<file path="config.mk">
export PLATFORM = sky130hd
export DESIGN_NAME = pdrr_client_flat
export DESIGN_NICKNAME = d
export VERILOG_FILES = /design/src/logic/pdrr_pkg.sv /design/src/logic/pdrr_link_if.sv /design/src/logic/pdrr_client.sv /design/src/flat_wrapper.sv
export SDC_FILE = /design/constraint.sdc
export NUM_CORES = 2
export LEC_CHECK = 0
export ABC_AREA = 1
export BUFFER_PORTS_ARGS = -buffer_cell sky130_fd_sc_hd__buf_2
export CORE_AREA = 2 2 205 358
export DETAILED_ROUTE_END_ITERATION = 10
export DIE_AREA = 0 0 207 360
export PLACE_DENSITY = 0.87
export SYNTH_ARGS = -nofsm -noshare
export SYNTH_HDL_FRONTEND = slang
export SYNTH_SLANG_ARGS = --single-unit
</file>
<file path="constraint.sdc">
create_clock -name clk_in -period 13.4 [get_ports clk_in]
set_clock_uncertainty 0.15 [all_clocks]
set_input_delay 0.67 -clock clk_in [delete_from_list [all_inputs] [get_ports clk_in]]
set_output_delay 0.67 -clock clk_in [all_outputs]
set_load 0.03 [all_outputs]
</file>
<file path="src/logic/pdrr_pkg.sv">
// shared constants and types for the delay request-response timestamp exchange
package pdrr_pkg;
   // ==========================================================
   // clock and time base
   localparam int CLK_NS = 10;
   localparam int FRAC_BITS = 16;
   localparam logic [47:0] CLK_STEP = 48'(CLK_NS);
   localparam logic [63:0] NOM_INC = 64'(CLK_NS) << FRAC_BITS;
   localparam logic [47:0] TIME_RST = 48'h0;
   localparam logic [63:0] CLK_RST = 64'h0;
   // ==========================================================
   // client timing and steering
   localparam int TIMEOUT_US = 1000;
   localparam int TIMEOUT_CYC = (TIMEOUT_US * 1000) / CLK_NS;
   localparam int STEER_SHIFT = 4;
   localparam logic signed [47:0] ADJ_LIMIT = 48'sh0000_0000_4000;
   localparam logic signed [31:0] ADJ_RST = 32'sh0;
   localparam int SLOT_N = 2;
   // ==========================================================
   // message kinds, modes, states
   typedef enum logic [1:0] {
      PDRR_SYNC = 2'h0,
      PDRR_FOLLOW = 2'h1,
      PDRR_RESP = 2'h2
   } pdrr_kind_e;
   typedef enum logic [2:0] {
      PDRR_SERVER = 3'h1,
      PDRR_RELAY = 3'h2,
      PDRR_TRANSP = 3'h4
   } pdrr_mode_e;
   typedef enum logic [4:0] {
      PDRR_IDLE = 5'h01,
      PDRR_WAIT_FU = 5'h02,
      PDRR_SEND_REQ = 5'h04,
      PDRR_WAIT_RESP = 5'h08,
      PDRR_CALC = 5'h10
   } pdrr_cst_e;
endpackage

</file>
<file path="src/logic/pdrr_link_if.sv">
// message link between the server end and the client end
`timescale 1ns/1ps
`default_nettype none
interface pdrr_link_if;
   import pdrr_pkg::*;
   // ==========================================================
   // server to client
   logic s2c_valid;
   pdrr_kind_e s2c_kind;
   logic s2c_slot;
   logic [47:0] s2c_stamp;
   logic [31:0] s2c_corr;
   // ==========================================================
   // client to server (delay request)
   logic c2s_valid;
   logic c2s_slot;
   modport server (
      output s2c_valid, s2c_kind, s2c_slot, s2c_stamp, s2c_corr,
      input c2s_valid, c2s_slot
   );
   modport client (
      input s2c_valid, s2c_kind, s2c_slot, s2c_stamp, s2c_corr,
      output c2s_valid, c2s_slot
   );
endinterface
`default_nettype wire

</file>
<file path="src/logic/pdrr_client.sv">
// client end: timestamp gathering, offset and delay, frequency steering
// Function
// [RL1] server sends sync, keeps send time t1
// [RL2] client stamps sync arrival as t2
// [RL3] follow-up carries t1 to client
// [RL4] client sends delay request, keeps t3
// [RL5] server stamps request arrival as t4
// [RL6] delay response carries t4 to client
// [RL7] with four stamps compute offset and delay
// [RL8] delay is mean of both legs
// [RL9] steer local frequency to match server
// [RL10] relay adds residence time to correction
// [RL11] transparent relay forwards every message onward
// [RL12] single-port server feeds timing to clients
// [RL13] at most two servers tracked at once
// [RL14] relay serves itself when nothing better seen
// [RL15] offset is half of leg difference
// [RL16] stamps taken when message passes port
`timescale 1ns/1ps
`default_nettype none
module pdrr_client #(
   parameter logic [19:0] TIMEOUT_CYCLES = 20'(pdrr_pkg::TIMEOUT_CYC)
) (
   input wire logic clk_in,
   input wire logic rstn_in,
   pdrr_link_if.client link,
   input wire logic [1:0] slot_en_in,
   input wire logic steer_slot_in,
   input wire logic req_go_in,
   output logic [47:0] time_out,
   output logic [1:0][47:0] offset_out,
   output logic [1:0][47:0] delay_out,
   output logic [31:0] freq_adj_out,
   output logic done_out,
   output logic done_slot_out,
   output logic timeout_out,
   output logic busy_out
);
   import pdrr_pkg::*;

   typedef struct packed {
      pdrr_cst_e st;
      logic [63:0] clk;
      logic signed [31:0] adj;
      logic slot;
      logic [47:0] t1;
      logic [47:0] t2;
      logic [47:0] t3;
      logic [47:0] t4;
      logic [31:0] c_ms;
      logic [31:0] c_sm;
      logic [19:0] wait_cnt;
      logic [1:0][47:0] offs;
      logic [1:0][47:0] dly;
      logic c2s_valid;
      logic c2s_slot;
      logic done;
      logic timeout;
      logic busy;
   } pdrr_cli_s;

   pdrr_cli_s r;
   pdrr_cli_s next_r;
   logic [47:0] now;
   logic hit;
   logic same;
   logic signed [47:0] ms;
   logic signed [47:0] sm;
   logic signed [47:0] offs_v;

   // ==========================================================
   // helpers
   function automatic logic [47:0] pdrr_sext(input logic [31:0] v);
      return {{16{v[31]}}, v};
   endfunction

   // sum of two legs halved, one guard bit against overflow
   function automatic logic [47:0] pdrr_half(input logic signed [47:0] a,
                                             input logic signed [47:0] b);
      logic signed [48:0] s;
      s = 49'(a) + 49'(b);
      return s[48:1];
   endfunction

   // proportional steer; clamped so a wild sample cannot run away
   function automatic logic [31:0] pdrr_steer(input logic signed [31:0] a,
                                              input logic signed [47:0] o);
      logic signed [47:0] v;
      v = $signed(pdrr_sext(a)) - (o >>> STEER_SHIFT);
      if (v > ADJ_LIMIT) begin
         v = ADJ_LIMIT;
      end else if (v < -ADJ_LIMIT) begin
         v = -ADJ_LIMIT;
      end
      return v[31:0];
   endfunction

   // ==========================================================
   // next state
   always_comb begin
      next_r = r;
      // local time runs at nominal rate plus the steering term
      next_r.clk = r.clk + NOM_INC + {{32{r.adj[31]}}, r.adj}; // [RL9]
      next_r.c2s_valid = 1'b0;
      next_r.done = 1'b0;
      next_r.timeout = 1'b0;
      now = r.clk[63:FRAC_BITS];
      // the slot bit only names two servers, enables pick which
      hit = link.s2c_valid && slot_en_in[link.s2c_slot]; // [RL13]
      same = hit && (link.s2c_slot == r.slot);
      ms = $signed(r.t2 - r.t1 - pdrr_sext(r.c_ms));
      sm = $signed(r.t4 - r.t3 - pdrr_sext(r.c_sm));
      offs_v = $signed(pdrr_half(ms, -sm));
      case (r.st)
         PDRR_IDLE: begin
            if (hit && (link.s2c_kind == PDRR_SYNC)) begin
               next_r.t2 = now; // [RL2] [RL16]
               next_r.slot = link.s2c_slot;
               next_r.c_ms = link.s2c_corr;
               next_r.wait_cnt = 20'h0;
               next_r.st = PDRR_WAIT_FU;
            end
         end
         PDRR_WAIT_FU: begin
            next_r.wait_cnt = r.wait_cnt + 20'h1;
            if (same && (link.s2c_kind == PDRR_FOLLOW)) begin
               next_r.t1 = link.s2c_stamp; // [RL3]
               next_r.c_ms = r.c_ms + link.s2c_corr;
               next_r.st = PDRR_SEND_REQ;
            end else if (same && (link.s2c_kind == PDRR_SYNC)) begin
               // a newer sync replaces one whose follow-up was lost
               next_r.t2 = now; // [RL2]
               next_r.c_ms = link.s2c_corr;
               next_r.wait_cnt = 20'h0;
            end else if (r.wait_cnt == TIMEOUT_CYCLES - 20'h1) begin
               next_r.timeout = 1'b1;
               next_r.st = PDRR_IDLE;
            end
         end
         PDRR_SEND_REQ: begin
            if (req_go_in) begin
               next_r.c2s_valid = 1'b1; // [RL4]
               next_r.c2s_slot = r.slot;
               // stamp matches the cycle the request is on the port
               next_r.t3 = next_r.clk[63:FRAC_BITS]; // [RL4] [RL16]
               next_r.wait_cnt = 20'h0;
               next_r.st = PDRR_WAIT_RESP;
            end
         end
         PDRR_WAIT_RESP: begin
            next_r.wait_cnt = r.wait_cnt + 20'h1;
            if (same && (link.s2c_kind == PDRR_RESP)) begin
               next_r.t4 = link.s2c_stamp; // [RL6]
               next_r.c_sm = link.s2c_corr;
               next_r.st = PDRR_CALC;
            end else if (r.wait_cnt == TIMEOUT_CYCLES - 20'h1) begin
               next_r.timeout = 1'b1;
               next_r.st = PDRR_IDLE;
            end
         end
         PDRR_CALC: begin
            // offset: half of (t2-t1) minus (t4-t3)
            next_r.offs[r.slot] = offs_v; // [RL7] [RL15]
            // delay: mean of both legs, assumes a symmetric path
            next_r.dly[r.slot] = pdrr_half(ms, sm); // [RL7] [RL8]
            if (r.slot == steer_slot_in) begin
               next_r.adj = pdrr_steer(r.adj, offs_v); // [RL9]
            end
            next_r.done = 1'b1;
            next_r.st = PDRR_IDLE;
         end
         default: begin
            next_r.st = PDRR_IDLE;
         end
      endcase
      next_r.busy = (next_r.st != PDRR_IDLE);
   end

   // ==========================================================
   // state register
   always_ff @(posedge clk_in or negedge rstn_in) begin
      if (!rstn_in) begin
         r <= '0;
         r.st <= PDRR_IDLE;
         r.clk <= CLK_RST;
         r.adj <= ADJ_RST;
      end else begin
         r <= next_r;
      end
   end

   assign link.c2s_valid = r.c2s_valid;
   assign link.c2s_slot = r.c2s_slot;
   assign time_out = r.clk[63:FRAC_BITS];
   assign offset_out = r.offs;
   assign delay_out = r.dly;
   assign freq_adj_out = r.adj;
   assign done_out = r.done;
   assign done_slot_out = r.slot;
   assign timeout_out = r.timeout;
   assign busy_out = r.busy;
endmodule
`default_nettype wire

</file>
<file path="src/flat_wrapper.sv">
// flat-port wrapper written by rule: the top's interface ports become plain ports
module pdrr_client_flat import pdrr_pkg::*;
#(
   parameter logic [19:0] TIMEOUT_CYCLES = 20'(pdrr_pkg::TIMEOUT_CYC)
)
  (clk_in, rstn_in, slot_en_in, steer_slot_in, req_go_in, time_out, offset_out, delay_out, freq_adj_out, done_out, done_slot_out, timeout_out, busy_out, link_s2c_valid, link_s2c_kind, link_s2c_slot, link_s2c_stamp, link_s2c_corr, link_c2s_valid, link_c2s_slot);
  pdrr_link_if link_i ();
  input wire logic clk_in;
  input wire logic rstn_in;
  input wire logic [1:0] slot_en_in;
  input wire logic steer_slot_in;
  input wire logic req_go_in;
  output logic [47:0] time_out;
  output logic [1:0][47:0] offset_out;
  output logic [1:0][47:0] delay_out;
  output logic [31:0] freq_adj_out;
  output logic done_out;
  output logic done_slot_out;
  output logic timeout_out;
  output logic busy_out;
  input wire logic [$bits(link_i.s2c_valid)-1:0] link_s2c_valid;
  input wire logic [$bits(link_i.s2c_kind)-1:0] link_s2c_kind;
  input wire logic [$bits(link_i.s2c_slot)-1:0] link_s2c_slot;
  input wire logic [$bits(link_i.s2c_stamp)-1:0] link_s2c_stamp;
  input wire logic [$bits(link_i.s2c_corr)-1:0] link_s2c_corr;
  output wire logic [$bits(link_i.c2s_valid)-1:0] link_c2s_valid;
  output wire logic [$bits(link_i.c2s_slot)-1:0] link_c2s_slot;
  assign link_i.s2c_valid = link_s2c_valid;
  assign link_i.s2c_kind = link_s2c_kind;
  assign link_i.s2c_slot = link_s2c_slot;
  assign link_i.s2c_stamp = link_s2c_stamp;
  assign link_i.s2c_corr = link_s2c_corr;
  assign link_c2s_valid = link_i.c2s_valid;
  assign link_c2s_slot = link_i.c2s_slot;
  pdrr_client #(.TIMEOUT_CYCLES(TIMEOUT_CYCLES)) u_core (.clk_in(clk_in), .rstn_in(rstn_in), .link(link_i), .slot_en_in(slot_en_in), .steer_slot_in(steer_slot_in), .req_go_in(req_go_in), .time_out(time_out), .offset_out(offset_out), .delay_out(delay_out), .freq_adj_out(freq_adj_out), .done_out(done_out), .done_slot_out(done_slot_out), .timeout_out(timeout_out), .busy_out(busy_out));
endmodule
</file>
==> out/qor.csv <==
metric,value,unit
outcome,"finished, violations left",
violations,"capacitance limit, slew limit",
core_area,0.0716,mm²
die-area,0.0745,mm²
cts_max_path_buffers,3,
io_pins,368,
critPathSlowestCell,xor2_1,
worst_slew_pin_slew,1.49,ns
rsz0062_at_grt,false,
via_per_inst,6.28,
cp-end-kind,flop,
ctsHtreeMaxLevel,2,
first_pass_iters,7,
synthFlopType,dfrtp_1,
startpoint_type,flop,
die_w,207,µm
slew_headroom,-0.00167,
critical_path_class,reg -> reg,
ant_nets,0,
clk_pin_slew,0.07,ns
cts_root_buf,clkbuf_16,
grt_first_pass_wirelength,282,mm
hold_viol,0,
crit_arrival,10.79,ns
post_cts_resized,0,
portBuffers,367,
avgSynthCellArea,7.37,µm²
drc_errors,0,
worstPathRequired,13.84,ns
synth-edff-count,0,
hpwlAfterDp,149,mm
grt-ovfl-total,0,
fmax,96.6,MHz
grt_util_all_layers,0.497,
routabilityCongestion,1.14,
finalCritPeriodShare,0.772,
syn_nets,7016,
nets,7086,
yosysUniqueCellTypes,63,
cts_tree,done,
netlist_instances,6444,
cap_violations,1,
drt_iter0_drc,5295,
antenna_found_initial,9,
final.fill_count,5768,
setup_violations,0,
grt_max_degree,170,
grt_pass1_vias,48000,
crit_fanout,14,
hp-class,in -> reg,
drive_gt1_frac,0.0960,
clock-sinks,575,
crit_path_max_incr_delay,0.59,ns
rows,130,
die_h,360,µm
synth_top_cell_area_share,0.303,
fin_crit,10.35,ns
synth_warnings,0,
clk_latency,0.66,ns
ys_seq_area_frac,0.303,
cts_buffers,51,
fin_tns_setup,0,ns
wl_per_cell,25.1,µm
synth.ff_latch_count,575,
area_growth,5.35,%
synth_area_leaders,"dfrtp_1 30%, nand2_1 12%, ha_1 10%",
synthArstFlopShare,1.00,
slew_violations,1,
wirelength,188,mm
vias,47000,
initial_core_util,0.663,
netlist_area,0.0475,mm²
cp_common_cell,nand2_1,
synth_area_leader_cell,dfrtp_1,
## final timing paths
path                                 startpoint                       to  slack (ns)  cells past startpoint
setup reg to reg                  u_core.r[281]  u_core.freq_adj_out[11]        3.05                     49
max in group asynchronous               rstn_in            u_core.r[506]       10.28                      4
hold / removal                link_s2c_corr[13]            u_core.r[230]        0.14                      3
setup / recovery                  u_core.r[281]  u_core.freq_adj_out[11]        3.05                     49
hold reg to reg            u_core.offset_out[1]     u_core.offset_out[1]        0.32                      2
min in group asynchronous               rstn_in            u_core.r[250]        0.51                      2
## area by class of cell
class / count / area, µm² / area share
clock buffers: 79 / 1550 / 0.0311
inverters: 902 / 3390 / 0.0678
multi-input cells: 4591 / 27300 / 0.546
flip-flops and latches: 575 / 14400 / 0.288
repair buffers: 393 / 2070 / 0.0414
diodes: 8 / 20.0 / 0.000400
well taps: 924 / 1160 / 0.0231
clock inverters: 11 / 130 / 0.00260
## synth_stat cells (all sizes together) (69+ instances only)
cell	number
a21oi	455
a31oi	69
buf	279
clkbuf	97
dfrtp	574
fa	99
ha	383
inv	897
nand2	1558
nand3	242
nand4	77
nor2	490
o21ai	567
xnor2	130
xor2	162
## critical path, delay by kind of cell, from the launching register on
kind	cells	cell delay (ns)
flip-flops	1	0.42
buffers and inverters	6	0.55
AO/OA/AOI/OAI	6	1.99
adder cells (fa/ha/maj)	5	1.93
AND/OR/NAND/NOR	29	4.16
XOR/XNOR	3	1.07
## per-stage QoR
step,hold WS (ns),instance area (µm²),worst slack [ns],instances,utilization
global placement,0.302,48300,3.47,7384,0.675
finish,0.138,50000,3.05,7483,0.699
floorplan,0.224,47500,6.05,6444,-
global route,0.158,50000,2.64,7478,0.698
CTS,0.124,50000,3.32,7475,0.698
detailed placement,0.307,48300,3.45,7384,0.675
## metal layers
metal  vias to the layer above  track usage  wire (µm)
met5                         -      0.00130         27
met4                         4        0.520      24400
met3                      1139        0.107      15700
met2                      3031        0.823      87300
met1                     22000        0.501      60100
li1                      20900            -          -
## flip-flops by register name (all words and copies together), names as in the netlist
register and cells:
u_core.link.c2s_valid 1, u_core.offset_out 96, u_core.busy_out 1, u_core.link.c2s_slot 1, u_core.delay_out 96, u_core.r 297, u_core.freq_adj_out 32, u_core.timeout_out 1
u_core.done_out 1, u_core.done_slot_out 1, u_core.time_out 48
## kinds of logic (layout without fill, tap and decap cells)
| kind of cell | Yosys count | in the layout | share of synthesized area |
|---|---|---|---|
| flops | 575 | 575 | 0.303 |
| buf+inv | 1278 | 1385 | 0.123 |
| xor+xnor | 292 | 292 | 0.0547 |
| compound gates | 1271 | 1271 | 0.148 |
| simple gates | 2500 | 2500 | 0.218 |
| other cells | 0 | 8 | 0 |
| mux | 46 | 46 | 0.0109 |
| fa+ha+maj | 482 | 482 | 0.143 |
## cells in the final DEF (no fill, tap or decap), types with 16 or more instances in the layout
cell | Yosys | layout
inv_1 | 889 | 887
o21ai_0 | 532 | 532
a21oi_1 | 449 | 448
nand4_1 | 76 | 76
dfrtp_1 | 574 | 573
nand2_1 | 1537 | 1535
nor2_1 | 473 | 470
nor2_2 | 16 | 18
a31oi_1 | 69 | 69
xor2_1 | 160 | 160
o21a_1 | 23 | 23
o21bai_1 | 28 | 28
buf_4 | 272 | 23
o211ai_1 | 16 | 16
a21o_1 | 19 | 19
mux2_2 | 46 | 46
xnor2_1 | 127 | 127
nor3_1 | 55 | 55
buf_2 | 4 | 366
clkbuf_16 | 0 | 53
o21ai_1 | 31 | 30
ha_1 | 383 | 383
a21boi_0 | 19 | 19
o221ai_1 | 20 | 20
nor4_1 | 28 | 28
nand2_2 | 21 | 21
or2_2 | 16 | 16
fa_1 | 99 | 99
nand3_1 | 236 | 236
## what timing repair did
item / 4_1_cts / 5_1_grt
setup buffers: 0 / 0
hold buffers: 1 / 0
endpoints found under the hold margin: 8 / 0
Power is not shown: default switching activity piles up to over one toggle a cycle in this logic, so the estimate is an artifact.
